### src/common/pib_pkg.sv
// Constants for the peripheral interrupt enable and flag bank.
// Assumes a 32-bit APB slave with word-aligned registers.
package pib_pkg;

  localparam int unsigned ADDR_W = 6;
  localparam int unsigned BYTE_W = 8;
  localparam int unsigned DATA_W = 32;
  localparam int unsigned GROUPS = 4;
  localparam int unsigned ST_W = 3;

  ////////////////////////////////////////////////////////////////////////////
  // Register byte offsets
  localparam logic [ADDR_W-1:0] OFF_ENABLE4 = 6'h00;
  localparam logic [ADDR_W-1:0] OFF_REQ1 = 6'h04;
  localparam logic [ADDR_W-1:0] OFF_REQ2 = 6'h08;
  localparam logic [ADDR_W-1:0] OFF_REQ3 = 6'h0c;
  localparam logic [ADDR_W-1:0] OFF_REQ4 = 6'h10;
  localparam logic [ADDR_W-1:0] OFF_CONTROL = 6'h14;
  localparam logic [ADDR_W-1:0] OFF_IRQ_STATUS = 6'h18;
  localparam logic [ADDR_W-1:0] OFF_IRQ_ENABLE = 6'h1c;
  localparam logic [ADDR_W-1:0] OFF_IRQ_CLEAR = 6'h20;

  localparam logic [BYTE_W-1:0] RESET_BYTE = 8'h00;
  localparam logic [BYTE_W-1:0] BIT0 = 8'h01;

  ////////////////////////////////////////////////////////////////////////////
  // Control register fields
  localparam int unsigned GLOBAL_IRQ_ALLOW_BIT = 7;
  localparam int unsigned PERIPHERAL_MASTER_ALLOW_BIT = 6;
  localparam logic [BYTE_W-1:0] CONTROL_MASK = (BIT0 << GLOBAL_IRQ_ALLOW_BIT)
                                             | (BIT0 << PERIPHERAL_MASTER_ALLOW_BIT);

  ////////////////////////////////////////////////////////////////////////////
  // Request group one
  localparam int unsigned TIMER_ONE_GATE_PENDING_BIT = 7;
  localparam int unsigned CONVERTER_DONE_PENDING_BIT = 6;
  localparam int unsigned CAPCOMP_ONE_PENDING_BIT = 2;
  localparam int unsigned TIMER_TWO_MATCH_PENDING_BIT = 1;
  localparam int unsigned TIMER_ONE_OVERFLOW_PENDING_BIT = 0;
  localparam logic [BYTE_W-1:0] REQ1_MASK = (BIT0 << TIMER_ONE_GATE_PENDING_BIT)
    | (BIT0 << CONVERTER_DONE_PENDING_BIT) | (BIT0 << CAPCOMP_ONE_PENDING_BIT)
    | (BIT0 << TIMER_TWO_MATCH_PENDING_BIT) | (BIT0 << TIMER_ONE_OVERFLOW_PENDING_BIT);

  // Request group two
  localparam int unsigned COMPARATOR_B_PENDING_BIT = 6;
  localparam int unsigned COMPARATOR_A_PENDING_BIT = 5;
  localparam int unsigned TIMER_SIX_MATCH_PENDING_BIT = 2;
  localparam int unsigned TIMER_FOUR_MATCH_PENDING_BIT = 1;
  localparam int unsigned CAPCOMP_TWO_PENDING_BIT = 0;
  localparam logic [BYTE_W-1:0] COMPARATOR_B_MASK = BIT0 << COMPARATOR_B_PENDING_BIT;
  localparam logic [BYTE_W-1:0] REQ2_MASK = COMPARATOR_B_MASK
    | (BIT0 << COMPARATOR_A_PENDING_BIT) | (BIT0 << TIMER_SIX_MATCH_PENDING_BIT)
    | (BIT0 << TIMER_FOUR_MATCH_PENDING_BIT) | (BIT0 << CAPCOMP_TWO_PENDING_BIT);

  // Request group three
  localparam int unsigned WAVEFORM_GEN_PENDING_BIT = 5;
  localparam int unsigned ZERO_CROSS_PENDING_BIT = 4;
  localparam logic [BYTE_W-1:0] REQ3_MASK = (BIT0 << WAVEFORM_GEN_PENDING_BIT)
    | (BIT0 << ZERO_CROSS_PENDING_BIT);

  // Group four: enable and request share one layout, every bit implemented
  localparam int unsigned SCANNER_BIT = 7;
  localparam int unsigned CHECKSUM_BIT = 6;
  localparam int unsigned MEAS_TIMER_B_WIDTH_BIT = 5;
  localparam int unsigned MEAS_TIMER_B_PERIOD_BIT = 4;
  localparam int unsigned MEAS_TIMER_B_MATCH_BIT = 3;
  localparam int unsigned MEAS_TIMER_A_WIDTH_BIT = 2;
  localparam int unsigned MEAS_TIMER_A_PERIOD_BIT = 1;
  localparam int unsigned MEAS_TIMER_A_MATCH_BIT = 0;
  localparam logic [BYTE_W-1:0] GROUP4_MASK = 8'hff;

  ////////////////////////////////////////////////////////////////////////////
  // Bank interrupt status fields
  localparam int unsigned ST_FLAG_SET_BIT = 0;
  localparam int unsigned ST_REQ_RISE_BIT = 1;
  localparam int unsigned ST_BUS_ERR_BIT = 2;
  localparam logic [ST_W-1:0] ST_RESET = 3'h0;

endpackage

### src/design/pib_irq_bank.sv
// Peripheral interrupt bank: enable group four, request groups one to four,
// gating toward the core, APB register access and a bank interrupt.
// Assumes one clock, synchronous event pulses, enables of groups 1-3 from
// outside, and an APB master that holds its request until pready.
//
// The APB register port and the register offsets were decided locally.
`timescale 1ns/1ps

// Contract
// [RL1] Flags set on their source event, whatever enable or global state.
// [RL2] Software clears a stale flag before setting its enable.
// [RL3] No peripheral request passes unless the master allow bit is 1.
// [RL4] Enable group four: scanner, checksum, timer B three, timer A three.
// [RL5] Request group one: gate 7, converter 6, capcomp 2, timer 1, overflow 0.
// [RL6] Request group two: comp B 6, comp A 5, timers 2 and 1, capcomp 0.
// [RL7] Request group three: waveform generator 5, zero cross 4.
// [RL8] Request group four uses the same bit positions as enable four.
// [RL9] An implemented flag reads 1 while pending, 0 otherwise.
// [RL10] Unimplemented bits always read zero.
// [RL11] Implemented enable and flag bits are read/write, reset to 0.
// [RL12] Global allow 1 passes enabled interrupts, 0 blocks all; here it gates periph_req only, not the bank interrupt irq.
// [RL13] Request is OR of flag AND enable, gated; writes act next clock.
module pib_irq_bank #(
  parameter bit COMPARATOR_B_PRESENT = 1'b1
) (
  input wire logic pclk,
  input wire logic presetn,
  input wire logic psel,
  input wire logic penable,
  input wire logic pwrite,
  input wire logic [pib_pkg::ADDR_W-1:0] paddr,
  input wire logic [pib_pkg::DATA_W-1:0] pwdata,
  output logic [pib_pkg::DATA_W-1:0] prdata,
  output logic pready,
  output logic pslverr,
  input wire logic [pib_pkg::BYTE_W-1:0] src_event_g1,
  input wire logic [pib_pkg::BYTE_W-1:0] src_event_g2,
  input wire logic [pib_pkg::BYTE_W-1:0] src_event_g3,
  input wire logic [pib_pkg::BYTE_W-1:0] src_event_g4,
  input wire logic [pib_pkg::BYTE_W-1:0] ext_enable_g1,
  input wire logic [pib_pkg::BYTE_W-1:0] ext_enable_g2,
  input wire logic [pib_pkg::BYTE_W-1:0] ext_enable_g3,
  output logic periph_req,
  output logic irq
);

  localparam logic [pib_pkg::BYTE_W-1:0] REQ2_MASK_EFF = COMPARATOR_B_PRESENT ?
    pib_pkg::REQ2_MASK : (pib_pkg::REQ2_MASK & ~pib_pkg::COMPARATOR_B_MASK);
  localparam logic [pib_pkg::GROUPS-1:0][pib_pkg::BYTE_W-1:0] MASKS = // RL5 RL6 RL7 RL8
    {pib_pkg::GROUP4_MASK, pib_pkg::REQ3_MASK, REQ2_MASK_EFF, pib_pkg::REQ1_MASK};

  function automatic logic hit(input logic [pib_pkg::ADDR_W-1:0] a,
                               input logic [pib_pkg::ADDR_W-1:0] off);
    return a == off;
  endfunction

  ////////////////////////////////////////////////////////////////////////////
  // Bus decode
  logic pready_q;
  logic pslverr_q;
  logic [pib_pkg::DATA_W-1:0] prdata_q;
  logic [pib_pkg::BYTE_W-1:0] enable4_q;
  logic [pib_pkg::BYTE_W-1:0] control_q;
  logic periph_req_q;
  logic [pib_pkg::GROUPS-1:0][pib_pkg::BYTE_W-1:0] flags;
  logic [pib_pkg::ST_W-1:0] st_status;
  logic [pib_pkg::ST_W-1:0] st_enable;
  logic irq_q;

  wire access = psel & penable;
  wire first_acc = access & ~pready_q;
  wire fire = access & pready_q;
  wire wr_fire = fire & pwrite;
  wire [pib_pkg::BYTE_W-1:0] wbyte = pwdata[pib_pkg::BYTE_W-1:0];

  wire sel_en4 = hit(paddr, pib_pkg::OFF_ENABLE4);
  wire sel_ctrl = hit(paddr, pib_pkg::OFF_CONTROL);
  wire sel_st = hit(paddr, pib_pkg::OFF_IRQ_STATUS);
  wire sel_ien = hit(paddr, pib_pkg::OFF_IRQ_ENABLE);
  wire sel_clr = hit(paddr, pib_pkg::OFF_IRQ_CLEAR);
  wire [pib_pkg::GROUPS-1:0] sel_req = {hit(paddr, pib_pkg::OFF_REQ4),
                                        hit(paddr, pib_pkg::OFF_REQ3),
                                        hit(paddr, pib_pkg::OFF_REQ2),
                                        hit(paddr, pib_pkg::OFF_REQ1)};
  wire mapped = sel_en4 | sel_ctrl | sel_st | sel_ien | sel_clr | (|sel_req);

  ////////////////////////////////////////////////////////////////////////////
  // Read selection; unused upper bits and absent positions read zero
  wire [pib_pkg::BYTE_W-1:0] rd_byte =
      sel_en4 ? enable4_q :                                    // RL4
      sel_req[0] ? flags[0] :                                  // RL9
      sel_req[1] ? flags[1] :
      sel_req[2] ? flags[2] :
      sel_req[3] ? flags[3] :
      sel_ctrl ? control_q :
      sel_st ? {{(pib_pkg::BYTE_W-pib_pkg::ST_W){1'b0}}, st_status} :
      sel_ien ? {{(pib_pkg::BYTE_W-pib_pkg::ST_W){1'b0}}, st_enable} :
      pib_pkg::RESET_BYTE;                                     // RL10
  wire [pib_pkg::DATA_W-1:0] rd_word = {{(pib_pkg::DATA_W-pib_pkg::BYTE_W){1'b0}}, rd_byte};

  // One wait state: data is registered in the first access cycle
  wire [pib_pkg::DATA_W-1:0] prdata_d = (first_acc & ~pwrite) ? rd_word : prdata_q;

  always_ff @(posedge pclk or negedge presetn) begin
    if (!presetn) begin
      pready_q <= 1'b0;
      pslverr_q <= 1'b0;
      prdata_q <= '0;
    end else begin
      pready_q <= first_acc;
      pslverr_q <= first_acc & ~mapped;
      prdata_q <= prdata_d;
    end
  end

  assign pready = pready_q;
  assign pslverr = pslverr_q;
  assign prdata = prdata_q;

  ////////////////////////////////////////////////////////////////////////////
  // Request flags, one instance per group
  wire [pib_pkg::GROUPS-1:0][pib_pkg::BYTE_W-1:0] events =
      {src_event_g4, src_event_g3, src_event_g2, src_event_g1};

  genvar g;
  generate
    for (g = 0; g < pib_pkg::GROUPS; g++) begin : gen_flag
      pib_flag_reg #(
        .W(pib_pkg::BYTE_W),
        .MASK(MASKS[g])
      ) u_flag (
        .pclk(pclk),
        .presetn(presetn),
        .wr_en(wr_fire & sel_req[g]),                          // RL13
        .wr_data(wbyte),
        .set_evt(events[g]),                                   // RL1
        .flag_q(flags[g])
      );
    end
  endgenerate

  ////////////////////////////////////////////////////////////////////////////
  // Enable group four and control
  wire [pib_pkg::BYTE_W-1:0] enable4_d = (wr_fire & sel_en4) ? wbyte : enable4_q;
  wire [pib_pkg::BYTE_W-1:0] control_d =
      (wr_fire & sel_ctrl) ? (wbyte & pib_pkg::CONTROL_MASK) : control_q;

  always_ff @(posedge pclk or negedge presetn) begin
    if (!presetn) begin
      enable4_q <= pib_pkg::RESET_BYTE;                        // RL11
      control_q <= pib_pkg::RESET_BYTE;
    end else begin
      enable4_q <= enable4_d;
      control_q <= control_d;
    end
  end

  ////////////////////////////////////////////////////////////////////////////
  // Request toward the core
  wire global_irq_allow = control_q[pib_pkg::GLOBAL_IRQ_ALLOW_BIT];
  wire peripheral_master_allow = control_q[pib_pkg::PERIPHERAL_MASTER_ALLOW_BIT];
  wire [pib_pkg::GROUPS-1:0][pib_pkg::BYTE_W-1:0] enables =
      {enable4_q, ext_enable_g3, ext_enable_g2, ext_enable_g1};
  wire any_pending = |(flags & enables & MASKS);               // RL13
  // Master allow gates the group, global allow sits above it
  wire periph_req_d = global_irq_allow & peripheral_master_allow & any_pending; // RL3 RL12

  always_ff @(posedge pclk or negedge presetn) begin
    if (!presetn) begin
      periph_req_q <= 1'b0;
    end else begin
      periph_req_q <= periph_req_d;
    end
  end

  assign periph_req = periph_req_q;

  ////////////////////////////////////////////////////////////////////////////
  // Bank interrupt on its own events
  wire [pib_pkg::ST_W-1:0] st_evt;
  assign st_evt[pib_pkg::ST_FLAG_SET_BIT] = |(events & MASKS);
  assign st_evt[pib_pkg::ST_REQ_RISE_BIT] = periph_req_d & ~periph_req_q;
  assign st_evt[pib_pkg::ST_BUS_ERR_BIT] = first_acc & ~mapped;

  pib_sticky_irq #(
    .W(pib_pkg::ST_W)
  ) u_sticky (
    .pclk(pclk),
    .presetn(presetn),
    .evt(st_evt),
    .clr_wr(wr_fire & sel_clr),
    .en_wr(wr_fire & sel_ien),
    .wr_data(wbyte[pib_pkg::ST_W-1:0]),
    .status_q(st_status),
    .enable_q(st_enable),
    .irq_q(irq_q)
  );

  assign irq = irq_q;
endmodule

### src/design/pib_flag_reg.sv
// One group of request flags: hardware events set, software writes.
// Assumes event pulses are synchronous to pclk.
`timescale 1ns/1ps
module pib_flag_reg #(
  parameter int unsigned W = 8,
  parameter logic [W-1:0] MASK = '1
) (
  input wire logic pclk,
  input wire logic presetn,
  input wire logic wr_en,
  input wire logic [W-1:0] wr_data,
  input wire logic [W-1:0] set_evt,
  output logic [W-1:0] flag_q
);

  logic [W-1:0] flag_d;
  wire [W-1:0] base = wr_en ? wr_data : flag_q;

  // Event wins over a write of 0 in the same cycle
  assign flag_d = (base | set_evt) & MASK;

  always_ff @(posedge pclk or negedge presetn) begin
    if (!presetn) begin
      flag_q <= '0;
    end else begin
      flag_q <= flag_d;
    end
  end

endmodule

### src/design/pib_sticky_irq.sv
// Sticky status, enable and write-to-clear for the bank's own interrupt.
// Assumes clear and enable writes are one-cycle strobes.
`timescale 1ns/1ps
module pib_sticky_irq #(
  parameter int unsigned W = 3
) (
  input wire logic pclk,
  input wire logic presetn,
  input wire logic [W-1:0] evt,
  input wire logic clr_wr,
  input wire logic en_wr,
  input wire logic [W-1:0] wr_data,
  output logic [W-1:0] status_q,
  output logic [W-1:0] enable_q,
  output logic irq_q
);

  logic [W-1:0] status_d;
  logic [W-1:0] enable_d;
  wire [W-1:0] clr_bits = clr_wr ? wr_data : '0;

  // Set wins over clear so no event is lost
  assign status_d = (status_q & ~clr_bits) | evt;
  assign enable_d = en_wr ? wr_data : enable_q;

  always_ff @(posedge pclk or negedge presetn) begin
    if (!presetn) begin
      status_q <= '0;
      enable_q <= '0;
      irq_q <= 1'b0;
    end else begin
      status_q <= status_d;
      enable_q <= enable_d;
      irq_q <= |(status_d & enable_d);
    end
  end

endmodule

### config.mk
export PLATFORM = sky130hd
export DESIGN_NAME = pib_irq_bank
export DESIGN_NICKNAME = d
export VERILOG_FILES = /design/src/common/pib_pkg.sv /design/src/design/pib_irq_bank.sv /design/src/design/pib_flag_reg.sv /design/src/design/pib_sticky_irq.sv
export SDC_FILE = /design/constraint.sdc
export NUM_CORES = 1
export LEC_CHECK = 0
export ABC_AREA = 1
export ABC_CLOCK_PERIOD_IN_PS = 1800
export BUFFER_PORTS_ARGS = -buffer_cell sky130_fd_sc_hd__buf_2
export CAP_MARGIN = 40
export CORE_ASPECT_RATIO = 0.8
export CORE_MARGIN = 10
export CORE_UTILIZATION = 46
export CTS_CLUSTER_SIZE = 12
export DETAILED_ROUTE_END_ITERATION = 7
export PLACE_DENSITY = 0.81
export SETUP_SLACK_MARGIN = 0.3
export SYNTH_ARGS = -nofsm -noshare
export SYNTH_HDL_FRONTEND = slang
export SYNTH_SLANG_ARGS = --single-unit
### constraint.sdc
create_clock -name pclk -period 1.8 [get_ports pclk]
set_clock_uncertainty 0.2 [all_clocks]
set_input_delay 0 -clock pclk [delete_from_list [all_inputs] [get_ports pclk]]
set_output_delay 0 -clock pclk [all_outputs]
set_load 0.05 [all_outputs]
# Word-level counts from Yosys, hierarchy flattened
# Index checks and enable logic that the tools add are counted.
[classes]
n_addsub = 0
mul = 0
div_mod_pow = 0
n_lt_le_gt_ge = 0
eq_ne = 8
n_shift = 0
muxes = 14
bitwise = 35
n_reduce_logical = 5
[ops]
columns = ["cell", "n"]
rows = [
  ["2-to-1 mux 8 bit", 8],
  ["OR reduction 20 bit", 2],
  ["bitwise AND 32 bit", 1],
  ["equality test 6 x 5 -> 1 bit, second input constant", 4],
  ["bitwise AND 1 bit", 17],
  ["OR 8 bit", 2],
  ["equality test 6 x 4 -> 1 bit, second input constant", 2],
  ["2-to-1 mux 3 bit", 4],
  ["2-to-1 mux 7 bit", 1],
  ["OR 7 bit", 1],
  ["bitwise AND 3 bit", 2],
  ["equality test 6 x 3 -> 1 bit, second input constant", 1],
  ["equality test 6 bit, second input constant", 1],
  ["zero test 6 bit", 1],
  ["2-to-1 mux 6 bit", 1],
  ["OR 6 bit", 1],
  ["OR 1 bit", 5],
  ["inverter 1 bit", 4],
  ["OR reduction 4 bit", 1],
  ["inverter 3 bit", 1],
  ["OR 3 bit", 1],
  ["OR reduction 3 bit", 1],
]
[totals]
register_bits = 48
latchBits = 0
mem_bits_rw = 0
rom_bits = 0
in_bits = 99
output_inout_bits = 36
wordCells = 75
n_memories = 0

# Logic depth before layout (Yosys ltp)
# Gate-level depths: netlist of the first run.
[logic_depth]
depth_word = 11
ltp_mapped = 10
mapped_depth_nobuf = 10

# Cells and area by module
# A second synthesis of the first run with hierarchy kept.
[hier_totals]
cells_unflattened = 420
area_unflattened_um2 = 3088.0
[modules_own_cells]
columns = ["module", "instances", "cells_per_inst", "area_each_um2", "seq_area_each_um2"]
rows = [
  ["pib_irq_bank", 1, 267, 1778.0, 525.5],
  ["pib_flag_reg (gen_flag[0].u_flag ...)", 2, 30, 236.5, 125.1],
  ["pib_flag_reg (gen_flag[3].u_flag)", 1, 42, 412.9, 200.2],
  ["pib_sticky_irq", 1, 33, 289.0, 175.2],
  ["pib_flag_reg (gen_flag[2].u_flag)", 1, 18, 135.1, 50.0],
]

# Least setup slack after synthesis of the first run
# Ideal clock, no wire load.
[synth_timing]
path_kind = "reg2reg"
from = "register pready_q, in the netlist pready"
to = "register u_sticky.irq_q"
setup_time_ps = 121
arrival_time_ps = 1445
required_time_ps = 1479
slack_ps = 34
path_stages_with_launch = 8
n_path_buf = 0
synth_period_minus_slack_ps = 1766
path_cell_list = "dfrtp_1 -> nand4_1 -> inv_2 -> nand2_1 -> o21ai_1 -> nand2_1 -> a21oi_1 -> nand2_1"
[synth_via]
elab_chain_len = 9
word_cells_on_any_way = 14
cone_classes = "2 x mux; 11 x bitwise; 1 x reduce/logical"
[synth_lines]
columns = ["item", "line", "text"]
rows = [
  ["start: declaration", "pib_irq_bank.sv:59", "logic pready_q;"],
  ["start signal: assignment", "pib_irq_bank.sv:110", "pready_q <= first_acc;"],
  ["bitwise AND 1 bit", "pib_irq_bank.sv:72", "wire fire = access & pready_q;"],
  ["bitwise AND 1 bit", "pib_irq_bank.sv:73", "wire wr_fire = fire & pwrite;"],
  ["bitwise AND 1 bit", "pib_irq_bank.sv:191", ".clr_wr(wr_fire & sel_clr),"],
  ["2-to-1 mux 3 bit", "pib_sticky_irq.sv:20", "wire [W-1:0] clr_bits = clr_wr ? wr_data : '0;"],
  ["inverter 3 bit", "pib_sticky_irq.sv:23", "assign status_d = (status_q & ~clr_bits) | evt;"],
  ["bitwise AND 3 bit", "pib_sticky_irq.sv:23", ""],
  ["OR 3 bit *", "pib_sticky_irq.sv:23", ""],
  ["via u_sticky.status_d[2]", "pib_sticky_irq.sv:18", "logic [W-1:0] status_d;"],
  ["bitwise AND 3 bit *", "pib_sticky_irq.sv:34", "irq_q <= |(status_d & enable_d);"],
  ["OR reduction 3 bit *", "pib_sticky_irq.sv:34", ""],
  ["end signal: assignment", "pib_sticky_irq.sv:34", ""],
  ["end: declaration", "pib_sticky_irq.sv:15", "output logic irq_q"],
]
# The timed path passes the listed nets; every way through them passes the cells marked *.
# A chain may end at the register's enable or synchronous reset.

# Worst setup path in the final report of the first run
[layout_timing]
from = "register pready_q, in the netlist pready"
to = "register gen_flag[3].u_flag.flag_q[3]"
[layout_via]
elab_chain_len = 5
[layout_lines]
columns = ["item", "line", "text"]
rows = [
  ["bitwise AND 1 bit", "pib_irq_bank.sv:72", ""],
  ["bitwise AND 1 bit", "pib_irq_bank.sv:73", ""],
  ["bitwise AND 1 bit", "pib_irq_bank.sv:134", ".wr_en(wr_fire & sel_req[g]),"],
  ["2-to-1 mux 8 bit", "pib_flag_reg.sv:17", "wire [W-1:0] base = wr_en ? wr_data : flag_q;"],
  ["OR 8 bit", "pib_flag_reg.sv:20", "assign flag_d = (base | set_evt) & MASK;"],
  ["via gen_flag[3].u_flag.flag_d[3]", "pib_flag_reg.sv:16", "logic [W-1:0] flag_d;"],
  ["end signal: assignment", "pib_flag_reg.sv:26", "flag_q <= flag_d;"],
  ["end: declaration", "pib_flag_reg.sv:13", "output logic [W-1:0] flag_q"],
]
# The timed path passes the listed nets, and every way through them passes these cells.

==> metrics.txt, run 1 <==
CP Launch Type flip-flop; initial antenna violation count 0; Hold WC Path Type primary input to flip-flop; drt first-iter violations approximately 360; CTS clock-pin slew for the worst setup and hold paths 0.09 ns; post-synthesis cell count ~340; GRT Util Overall between 10% and 20%; CP Cell Sequence nand4_1, buf_4, nor2_2, inv_4, a21oi_1, o21ai_1; Die X around 110 um; fin crit share a little over nine tenths; Die Area a little over 9000 um^2; Critical Path End Type flip-flop; Buf/Inv on CP 2; RSZ-0062 raised after global routing true; final hold violation count 3; CTS tree built; Req. time, crit path about 1.8 ns; Worst Max-Slew Pin Slew between 0.7 and 0.8 ns; P_sw 0.0007422 W; CTS Hold Bufs 47; Comb power frac between 20% and 30%; sw frac roughly 29%; commonest non-fill, non-tap cells in the layout 83 x nand2_1, 62 x buf_2, 47 x dfrtp_1, 47 x dlygate4sd3_1, 30 x nor2_1; CP max stage delay around 0.38 ns; sequential share of the synthesized area 44.88%; remaining global-route overflow 0; critical path's slowest cell dfrtp_2; outcome complete, but fails checks; Int Pwr about 0.0018 W; post-synthesis cell type count 24; Avg Inst Size Synth between 7 and 8 um^2; Yosys reg bits 48; clock share of power a little over a third; PortBufs 62; antenna-violating nets left 0; largest net degree at the start of global routing 34; wire length per cell 16.77 um; Vias per Instance 5.209; count of final setup violators 0; Setup Crit Path Kind flip-flop to flip-flop; Max Freq around 0.6 GHz; Sequential Power Share 43.8%; hold_ws -0.2377 ns; Final nets 562; first-pass iteration count of the detailed router 5; slew margin rel. 50.80%; Total Power ~0.0026 W; vias post-DR 2,818; PD cells between 600 and 700 nW/um^2; die extent in y between 80 and 90 um; Post-Route WL approximately 9100 um; CP Data Arrival Time approximately 1.7 ns; Leakage ~1.8 nW; core area approximately 5600 um^2; antenna cell count 0; H-tree Lvls 2; Longest Clk Path Bufs 2; failing checks negative hold slack; share of cells above drive strength 1 between 20% and 30%; DP HPWL roughly 6000 um; vias in the first global route approximately 2,600; Crit path max-delay family flip-flops; Top-Level Pins about 140; worst vdd ir between 300 and 400 uV; mapped cell area ~2700 um^2; crit-path max FO 16; root buffer cell clkbuf_8; gp weighted congestion ~0.95; commonest non-fill, non-tap cell in the layout nand2_1; Initial Util between 40 and 50%; Final min period between 1.5 and 2 ns; # DRC 0; synth-to-layout area growth 41.56%; Syn. warnings 0; Pins Over Slew Limit 0; clock sinks between 40 and 50; TNS Setup 0 ns; worst-skew pair later-pin latency ~0.30 ns; first-pass GRT wire length about 13,000 um; Rows 24; max cap viols 0; CTS Buf Count 5
-- cell usage after synthesis, drive strengths merged --
cell	instances	share of area, %
inv	30	4.2
nand3b	1	0.28
buf	27	8.0
nand2	99	14
nand3	13	3.4
nand4	9	2.1
a21oi	30	5.6
o211ai	1	0.28
a22oi	2	0.56
conb	1	0.14
and2	1	0.23
o21ai	38	8.2
dfrtp	48	45
nor2	41	7.5
a31oi	1	0.23
-- power groups by stage --
stage	Sequential (W)	Clock [W]	Combinational [W]
2_1_floorplan	0.00122	0	0.000244
3_3_place_gp	0.00114	0	0.000426
3_5_place_dp	0.00114	0	0.000431
4_1_cts	0.00112	0.000920	0.000511
5_1_grt	0.00112	0.000971	0.000565
6_report	0.00112	0.000907	0.000532
-- kinds of logic (layout without fill, tap and decap cells) --
family	Yosys count	count (layout)	synth area share, %
flip-flops	48	48	44.88
buffers and inverters	57	154	12.20
AND/OR/NAND/NOR	164	165	27.86
AO/OA/AOI/OAI	72	72	14.91
other	1	24	0.1401
-- state kept, by name, summed over array words and instances (netlist names) --
name / cells
gen_flag.u_flag.flag_q: 20
enable4_q: 8
prdata: 8
u_sticky.enable_q: 3
u_sticky.status_q: 3
control_q: 2
periph_req: 1
pready: 1
pslverr: 1
u_sticky.irq_q: 1
-- metal layers --
metal / routed length [um] / track usage, %
met1: 3560 / 21.88
met2: 4511 / 29.78
met3: 873 / 4.938
met4: 126 / 4.602
met5: 0 / 0
-- metrics by stage --
step | setup slack, ns | cells | hold slack [ns] | utilization (%) | instance area (um^2)
final | 0.1151 | 541 | -0.2377 | 68.20 | 3789
after floorplan | 0.1980 | 365 | -0.4956 | - | 2783
after global routing | 0.07063 | 541 | -0.2352 | 68.20 | 3789
after detailed placement | 0.2076 | 482 | -0.09578 | 54.05 | 3003
after CTS | 0.2284 | 537 | -0.2430 | 65.20 | 3622
after global placement | 0.2463 | 482 | -0.1034 | 54.05 | 3003
-- final timing paths --
check | from | to | slack, ns | cells past startpoint
worst max-delay path | pready | gen_flag[3].u_flag.flag_q[3] | 0.12 | 6
worst min-delay path | psel | pready | -0.24 | 3
worst max register to register | pready | gen_flag[3].u_flag.flag_q[3] | 0.12 | 6
worst min register to register | prdata[2] | prdata[2] | 0.28 | 2
max in group asynchronous | presetn | gen_flag[0].u_flag.flag_q[0] | 0.69 | 3
min in group asynchronous | presetn | prdata[2] | 0.09 | 2
-- worst reg2reg max path, delay by kind of cell (launching register included) --
family                 cells  cell delay (ns)
buffers and inverters      2             0.35
DFF                        1             0.38
AOI/OAI and AO/OA          2             0.26
and+or+nand+nor            2             0.39
-- area by class of cell --
| class | instances | area, um^2 |
|---|---|---|
| fillers | 426 | 1767 |
| multi-input cells | 261 | 1391 |
| flip-flops and latches | 48 | 1202 |
| repair buffers | 117 | 853.3 |
| inverters | 30 | 115.1 |
| well taps | 78 | 97.59 |
| clock buffers | 5 | 68.82 |
| clock inverters | 2 | 60.06 |
-- timing repair --
| action | in CTS | in global routing |
|---|---|---|
| endpoints found under the setup margin | 4 | 34 |
| pin swaps | 0 | 5 |
| gates resized for setup | 0 | 37 |
| hold endpoints to repair | 78 | 2 |
| gates cloned | 0 | 1 |
| setup buffers | 1 | 3 |
No activity file was read; power rests on OpenSTA's default activity.
==> run 2: changes to the inputs <==
Settings changed: MAX_ROUTING_LAYER set to met4.
==> run 2 against run 1 <==
The flow still finishes with violations (negative hold slack). Worst setup slack improved by 0.13 ns. Design area decreased by 0.56%. Sequential share of layout area up 0.18 points. Wire length decreased by 3.9%. Total power decreased by 3.2%. Register-to-register slack better by 0.19 ns.
==> metrics.txt, run 2 (synthesis results as in run 1) <==
outcome complete, but fails checks; failing checks negative hold slack; Longest Clk Path Bufs 2 (unchanged); Buf/Inv on CP 2 (unchanged); # DRC 0 (unchanged); Initial Util 48.18% (unchanged); Req. time, crit path 1.80 ns (about the same); CTS Buf Count 5 (unchanged); synth-to-layout area growth 40.77%; Setup Crit Path Kind primary input to flip-flop; die extent in y 88.23 um (unchanged); max cap viols 0 (unchanged); Worst Setup EP u_sticky.irq_q; Critical R2R Launch pready; hold_ws -0.02589 ns (+0.2118 ns); H-tree Lvls 2 (unchanged); worst reg2reg path endpoint u_sticky.irq_q; reg2reg path depth 8 (+2); Post-Route WL 8715 um (-3.9%); first-pass iteration count of the detailed router 4 (-1); worst setup margin 0.2427 ns (+0.1276 ns); RSZ-0062 raised after global routing true; crit-path max FO 2 (-14); max FFs per register 20 (unchanged); critical path depth in cells 9 (+3); root buffer cell clkbuf_8; gp weighted congestion 0.9620 (+1.7%); vias post-DR 2,805 (-0.46%); fin crit share 86.52% (-7.1 points); wire length per cell 16.02 um (-4.5%); Leakage 1.795 nW (+0.65%); Final nets 562 (unchanged); count of final setup violators 0 (unchanged); TNS Setup 0 ns (unchanged); slew margin rel. 63.19% (+12 points); Critical Path End Type flip-flop; Pins Over Slew Limit 0 (unchanged); CP Data Arrival Time 1.56 ns (-0.12 ns); critical path's slowest cell dlygate4sd3_1; GRT Util Overall 18.27% (+0.66 points); share of cells above drive strength 1 28.66% (-0.49 points); Hold WC Path Type primary input to flip-flop; CP max stage delay 0.55 ns (+0.17 ns); cell count after placement 481 (-0.21%); CTS clock-pin slew for the worst setup and hold paths 0.09 ns (about the same); PD cells 657.3 nW/um^2 (-2.7%); PortBufs 62 (unchanged); Die X 105.3 um (unchanged); Crit path max-delay family buffers and inverters; DP HPWL 6005 um (-1.8%); CP Launch Type primary input; Top-Level Pins 135 (unchanged); commonest non-fill, non-tap cells in the layout 89 x nand2_1, 62 x buf_2, 47 x dfrtp_1; core area 5555 um^2 (unchanged); Max Freq 0.6421 GHz (+8.2%); worst vdd ir 497.1 uV (+41%); largest net degree at the start of global routing 26 (-24%); clock sinks 48 (unchanged); first-pass GRT wire length 13,350 um (+0.21%); commonest non-fill, non-tap cell in the layout nand2_1; initial antenna violation count 0 (unchanged); worst-skew pair later-pin latency 0.30 ns (about the same); final core occ 67.82% (-0.38 points); reg-to-reg slack, setup 0.31 ns (+0.19 ns); Worst Max-Slew Pin Slew 0.5522 ns (-0.1858 ns); remaining global-route overflow 0 (unchanged); Die Area 9288 um^2 (unchanged); Vias per Instance 5.156 (-1.0%); largest register by flop count gen_flag.u_flag.flag_q; vias in the first global route 2,705 (+2.3%); Final min period 1.557 ns (-0.1276 ns); fin cells 544 (+0.55%); drt first-iter violations 271 (-25%); pre-CTS setup slack 0.2326 ns (+0.02500 ns); CP Cell Sequence dlygate4sd3_1, buf_2, nor2_1, and2_0, nand2_1, nor2_1, a21oi_2, a21oi_2, nand2_1; CTS tree built; Rows 24 (unchanged); CP startpoint src_event_g4[5]; final hold violation count 3 (unchanged); antenna-violating nets left 0 (unchanged)
## run 2: metal layers
metal	routed length (um)	global-route usage, %	vias to the layer above
li1	-	-	1318
met4	173	5.721	0
met3	677	4.430	20
met2	4329	30.46	136
met1	3535	21.55	1331
met5	0	-	-
## run 2: area by class of cell
type | count | area [um^2]
antenna | 2 | 5.005
clock inverter | 2 | 38.79
timing repair buffer | 116 | 855.8
inverter | 30 | 122.6
fill | 456 | 1788
sequential | 48 | 1202
clock buffer | 6 | 82.58
multi-input combinational | 261 | 1355
tap | 78 | 97.59
timing repair inverter | 1 | 7.507
## run 2: stage by stage
| step | power (W) | cell area (um^2) |
|---|---|---|
| detailed placement | 0.001572 | 3008 |
| global placement | 0.001567 | 3008 |
| CTS | 0.002459 | 3617 |
| global route | 0.002571 | 3762 |
| floorplan | 0.001462 | 2783 |
| finish | 0.002476 | 3767 |
## run 2: worst register-to-register path: stages (launching register included)
cell and delay [ns]:
dfrtp_2 0.38, nand4_1 0.08, buf_4 0.18, inv_6 0.09, nand2_2 0.07, o21ai_1 0.18, nand2_1 0.10, nand2_1 0.06
nand2_1 0.05
## run 2: where the power goes
part / internal, W / switching (W) / total [W]
clock: 0.000455 / 0.000374 / 0.000828
combinational: 0.000167 / 0.000362 / 0.000529
sequential: 0.00110 / 0.0000153 / 0.00112
total: 0.00173 / 0.000751 / 0.00248
## run 2: worst min-delay path by stage
stage             start                   end  slack, ns  depth (start not counted)
2_1_floorplan   presetn          control_q[6]      -0.50                          0
3_3_place_gp    presetn             prdata[0]      -0.18                          1
3_5_place_dp    presetn             prdata[0]      -0.18                          1
4_1_cts            psel                pready      -0.24                          3
5_1_grt        paddr[0]  u_sticky.status_q[0]       0.02                          7
6_report       paddr[0]  u_sticky.status_q[0]      -0.03                          7
## run 2: what timing repair did
action / in CTS / in global routing
hold buffers: 44 / 1
endpoints found under the hold margin: 95 / 1
pin swaps: 4 / 11
buffers inserted: 4 / 2
setup endpoints to repair: 3 / 35
cloned: 0 / 2
resized for setup: 5 / 33
==> run 3: changes to the inputs <==
Settings changed: REMOVE_ABC_BUFFERS set to 1.
==> run 3 against run 2 <==
The run now ends clean. Maximum frequency down 1.3%. Final cell count fell by 0.18%. Combinational power hardly changed. First-iteration DRC count down 13%. Design area shrank 2.0%. Sequential cell count unchanged. Sequential power hardly changed. Worst setup slack worse by 0.021 ns. Clock-buffer cell count stayed put. Sequential share of layout area grew 0.62 points. Total power down 9.0%. Hold slack better by 0.030 ns. Critical endpoint is now gen_flag[2].u_flag.flag_q[4]. Largest power group unchanged.
==> metrics.txt, run 3 (synthesis results as in run 1) <==
outcome completed; Post-Route WL 8767 um (+0.60%); max FFs per register 20 (unchanged); CP Launch Type flip-flop; max cap viols 0 (unchanged); gp weighted congestion 0.9367 (-2.6%); PortBufs 62 (unchanged); crit-path max FO 6 (+4); initial antenna violation count 0 (unchanged); CP Data Arrival Time 1.56 ns (about the same); final hold violation count 0 (-3); CTS tree built; CTS clock-pin slew for the worst setup and hold paths 0.08 ns (about the same); share of cells above drive strength 1 26.94% (-1.7 points); Hold WC Path Type primary input to flip-flop; commonest non-fill, non-tap cells in the layout 88 x nand2_1, 62 x buf_2, 48 x dfrtp_1; Pins Over Slew Limit 0 (unchanged); core area 5555 um^2 (unchanged); largest net degree at the start of global routing 28 (+7.7%); worst-skew pair later-pin latency 0.30 ns (about the same); Req. time, crit path 1.79 ns (about the same); remaining global-route overflow 0 (unchanged); first-pass iteration count of the detailed router 4 (unchanged); Critical Path End Type flip-flop; CTS Buf Count 5 (unchanged); vias post-DR 2,743 (-2.2%); synth-to-layout area growth 37.96%; first-pass GRT wire length 13,530 um (+1.3%); fin crit share 87.70% (+1.2 points); commonest non-fill, non-tap cell in the layout nand2_1; Vias per Instance 5.052 (-2.0%); Rows 24 (unchanged); vias in the first global route 2,694 (-0.41%); TNS Setup 0 ns (unchanged); fillcell total 455 (-0.22%); GRT Util Overall 18.49% (+0.21 points); PD cells 610.2 nW/um^2 (-7.2%); clock sinks 48 (unchanged); Final nets 563 (+0.18%); drt first-iter violations 236 (-13%); worst vdd ir 402.5 uV (-19%); H-tree Lvls 2 (unchanged); # DRC 0 (unchanged); Leakage 1.792 nW (-0.17%); RSZ-0062 raised after global routing true; Setup Crit Path Kind flip-flop to flip-flop; Initial Util 48.18% (unchanged); DP HPWL 6024 um (+0.32%); slew margin rel. 64.27% (+1.1 points); Longest Clk Path Bufs 2 (unchanged); wire length per cell 16.15 um (+0.78%); Max Freq 0.6335 GHz (-1.3%); Top-Level Pins 135 (unchanged); count of final setup violators 0 (unchanged); Worst Max-Slew Pin Slew 0.5359 ns (-0.01626 ns); Die Area 9288 um^2 (unchanged); Total Power 0.002253 W (-9.0%); Die X 105.3 um (unchanged); Final min period 1.579 ns (+0.02122 ns); antenna-violating nets left 0 (unchanged); root buffer cell clkbuf_8; die extent in y 88.23 um (unchanged); largest register by flop count gen_flag.u_flag.flag_q
==> run 3: cell count changes in the layout (fill, tap and decap cells not counted), moves of 2 or more <==
cell and delta:
buf_6 -2, a21oi_1 +4, nor2_2 +2, nand2_2 +2, nor2_4 -2, a21oi_2 -4
inv_2 +2, o21ai_0 +2
==> run 3: metal layers <==
metal,track usage [%],wire (um),part of all wire [%]
met1,22.95,3731,43
met3,5.011,831,9.5
met2,29.33,4078,47
met5,-,0,0
met4,4.851,125,1.4
==> run 3: timing repair <==
| item | CTS | global route |
|---|---|---|
| resized for setup | 3 | 26 |
| endpoints found under the hold margin | 95 | 0 |
| hold buffers | 47 | 0 |
| setup buffers | 3 | 2 |
| cloned | 0 | 2 |
| endpoints found under the setup margin | 8 | 36 |
| pin swaps | 1 | 6 |
==> run 3: cell type report <==
| class | count | area (um^2) | share of cell area [%] |
|---|---|---|---|
| Inverter | 30 | 115.1 | 3.118 |
| Tap cell | 78 | 97.59 | 2.643 |
| Clock inverter | 1 | 5.005 | 0.1355 |
| Sequential cell | 48 | 1201 | 32.53 |
| Timing Repair Buffer | 117 | 863.3 | 23.38 |
| Multi-Input combinational cell | 262 | 1335 | 36.16 |
| Clock buffer | 6 | 72.57 | 1.965 |
| Antenna cell | 1 | 2.502 | 0.06777 |
==> run 3: critical path, stage by stage, from the launching register on <==
cell and delay (ns):
dfrtp_1 0.38, nand4_1 0.19, inv_2 0.18, buf_4 0.19, nand2_1 0.11, a21oi_1 0.14, o21ai_0 0.09
==> run 3: final timing paths <==
check	endpoint	from	slack, ns	depth (start not counted)
max	gen_flag[2].u_flag.flag_q[4]	pready	0.22	6
min	control_q[7]	paddr[0]	0.004	6
max reg2reg	gen_flag[2].u_flag.flag_q[4]	pready	0.22	6
min reg2reg	prdata[0]	prdata[0]	0.29	2
max in group asynchronous	enable4_q[7]	presetn	0.86	3
min in group asynchronous	prdata[4]	presetn	0.01	2
==> run 3: through the flow <==
step                setup slack, ns  cells  cell area [um^2]  hold WS (ns)  utilization [%]
floorplan                   0.03445    338              2549       -0.4956                -
global placement             0.2112    481              2992       -0.2029            53.85
detailed placement           0.1726    481              2992       -0.2047            53.85
CTS                          0.2709    538              3578      0.002775            64.41
global route                 0.1241    542              3690       0.03340            66.42
finish                       0.2215    543              3692      0.004258            66.46
==> run 3: power breakdown <==
| group | total (W) | leakage [nW] | switching (W) | internal, W |
|---|---|---|---|---|
| Sequential | 0.00112 | 0.536 | 0.0000154 | 0.00110 |
| Combinational | 0.000527 | 1.21 | 0.000360 | 0.000166 |
| Clock | 0.000608 | 0.0410 | 0.000343 | 0.000265 |
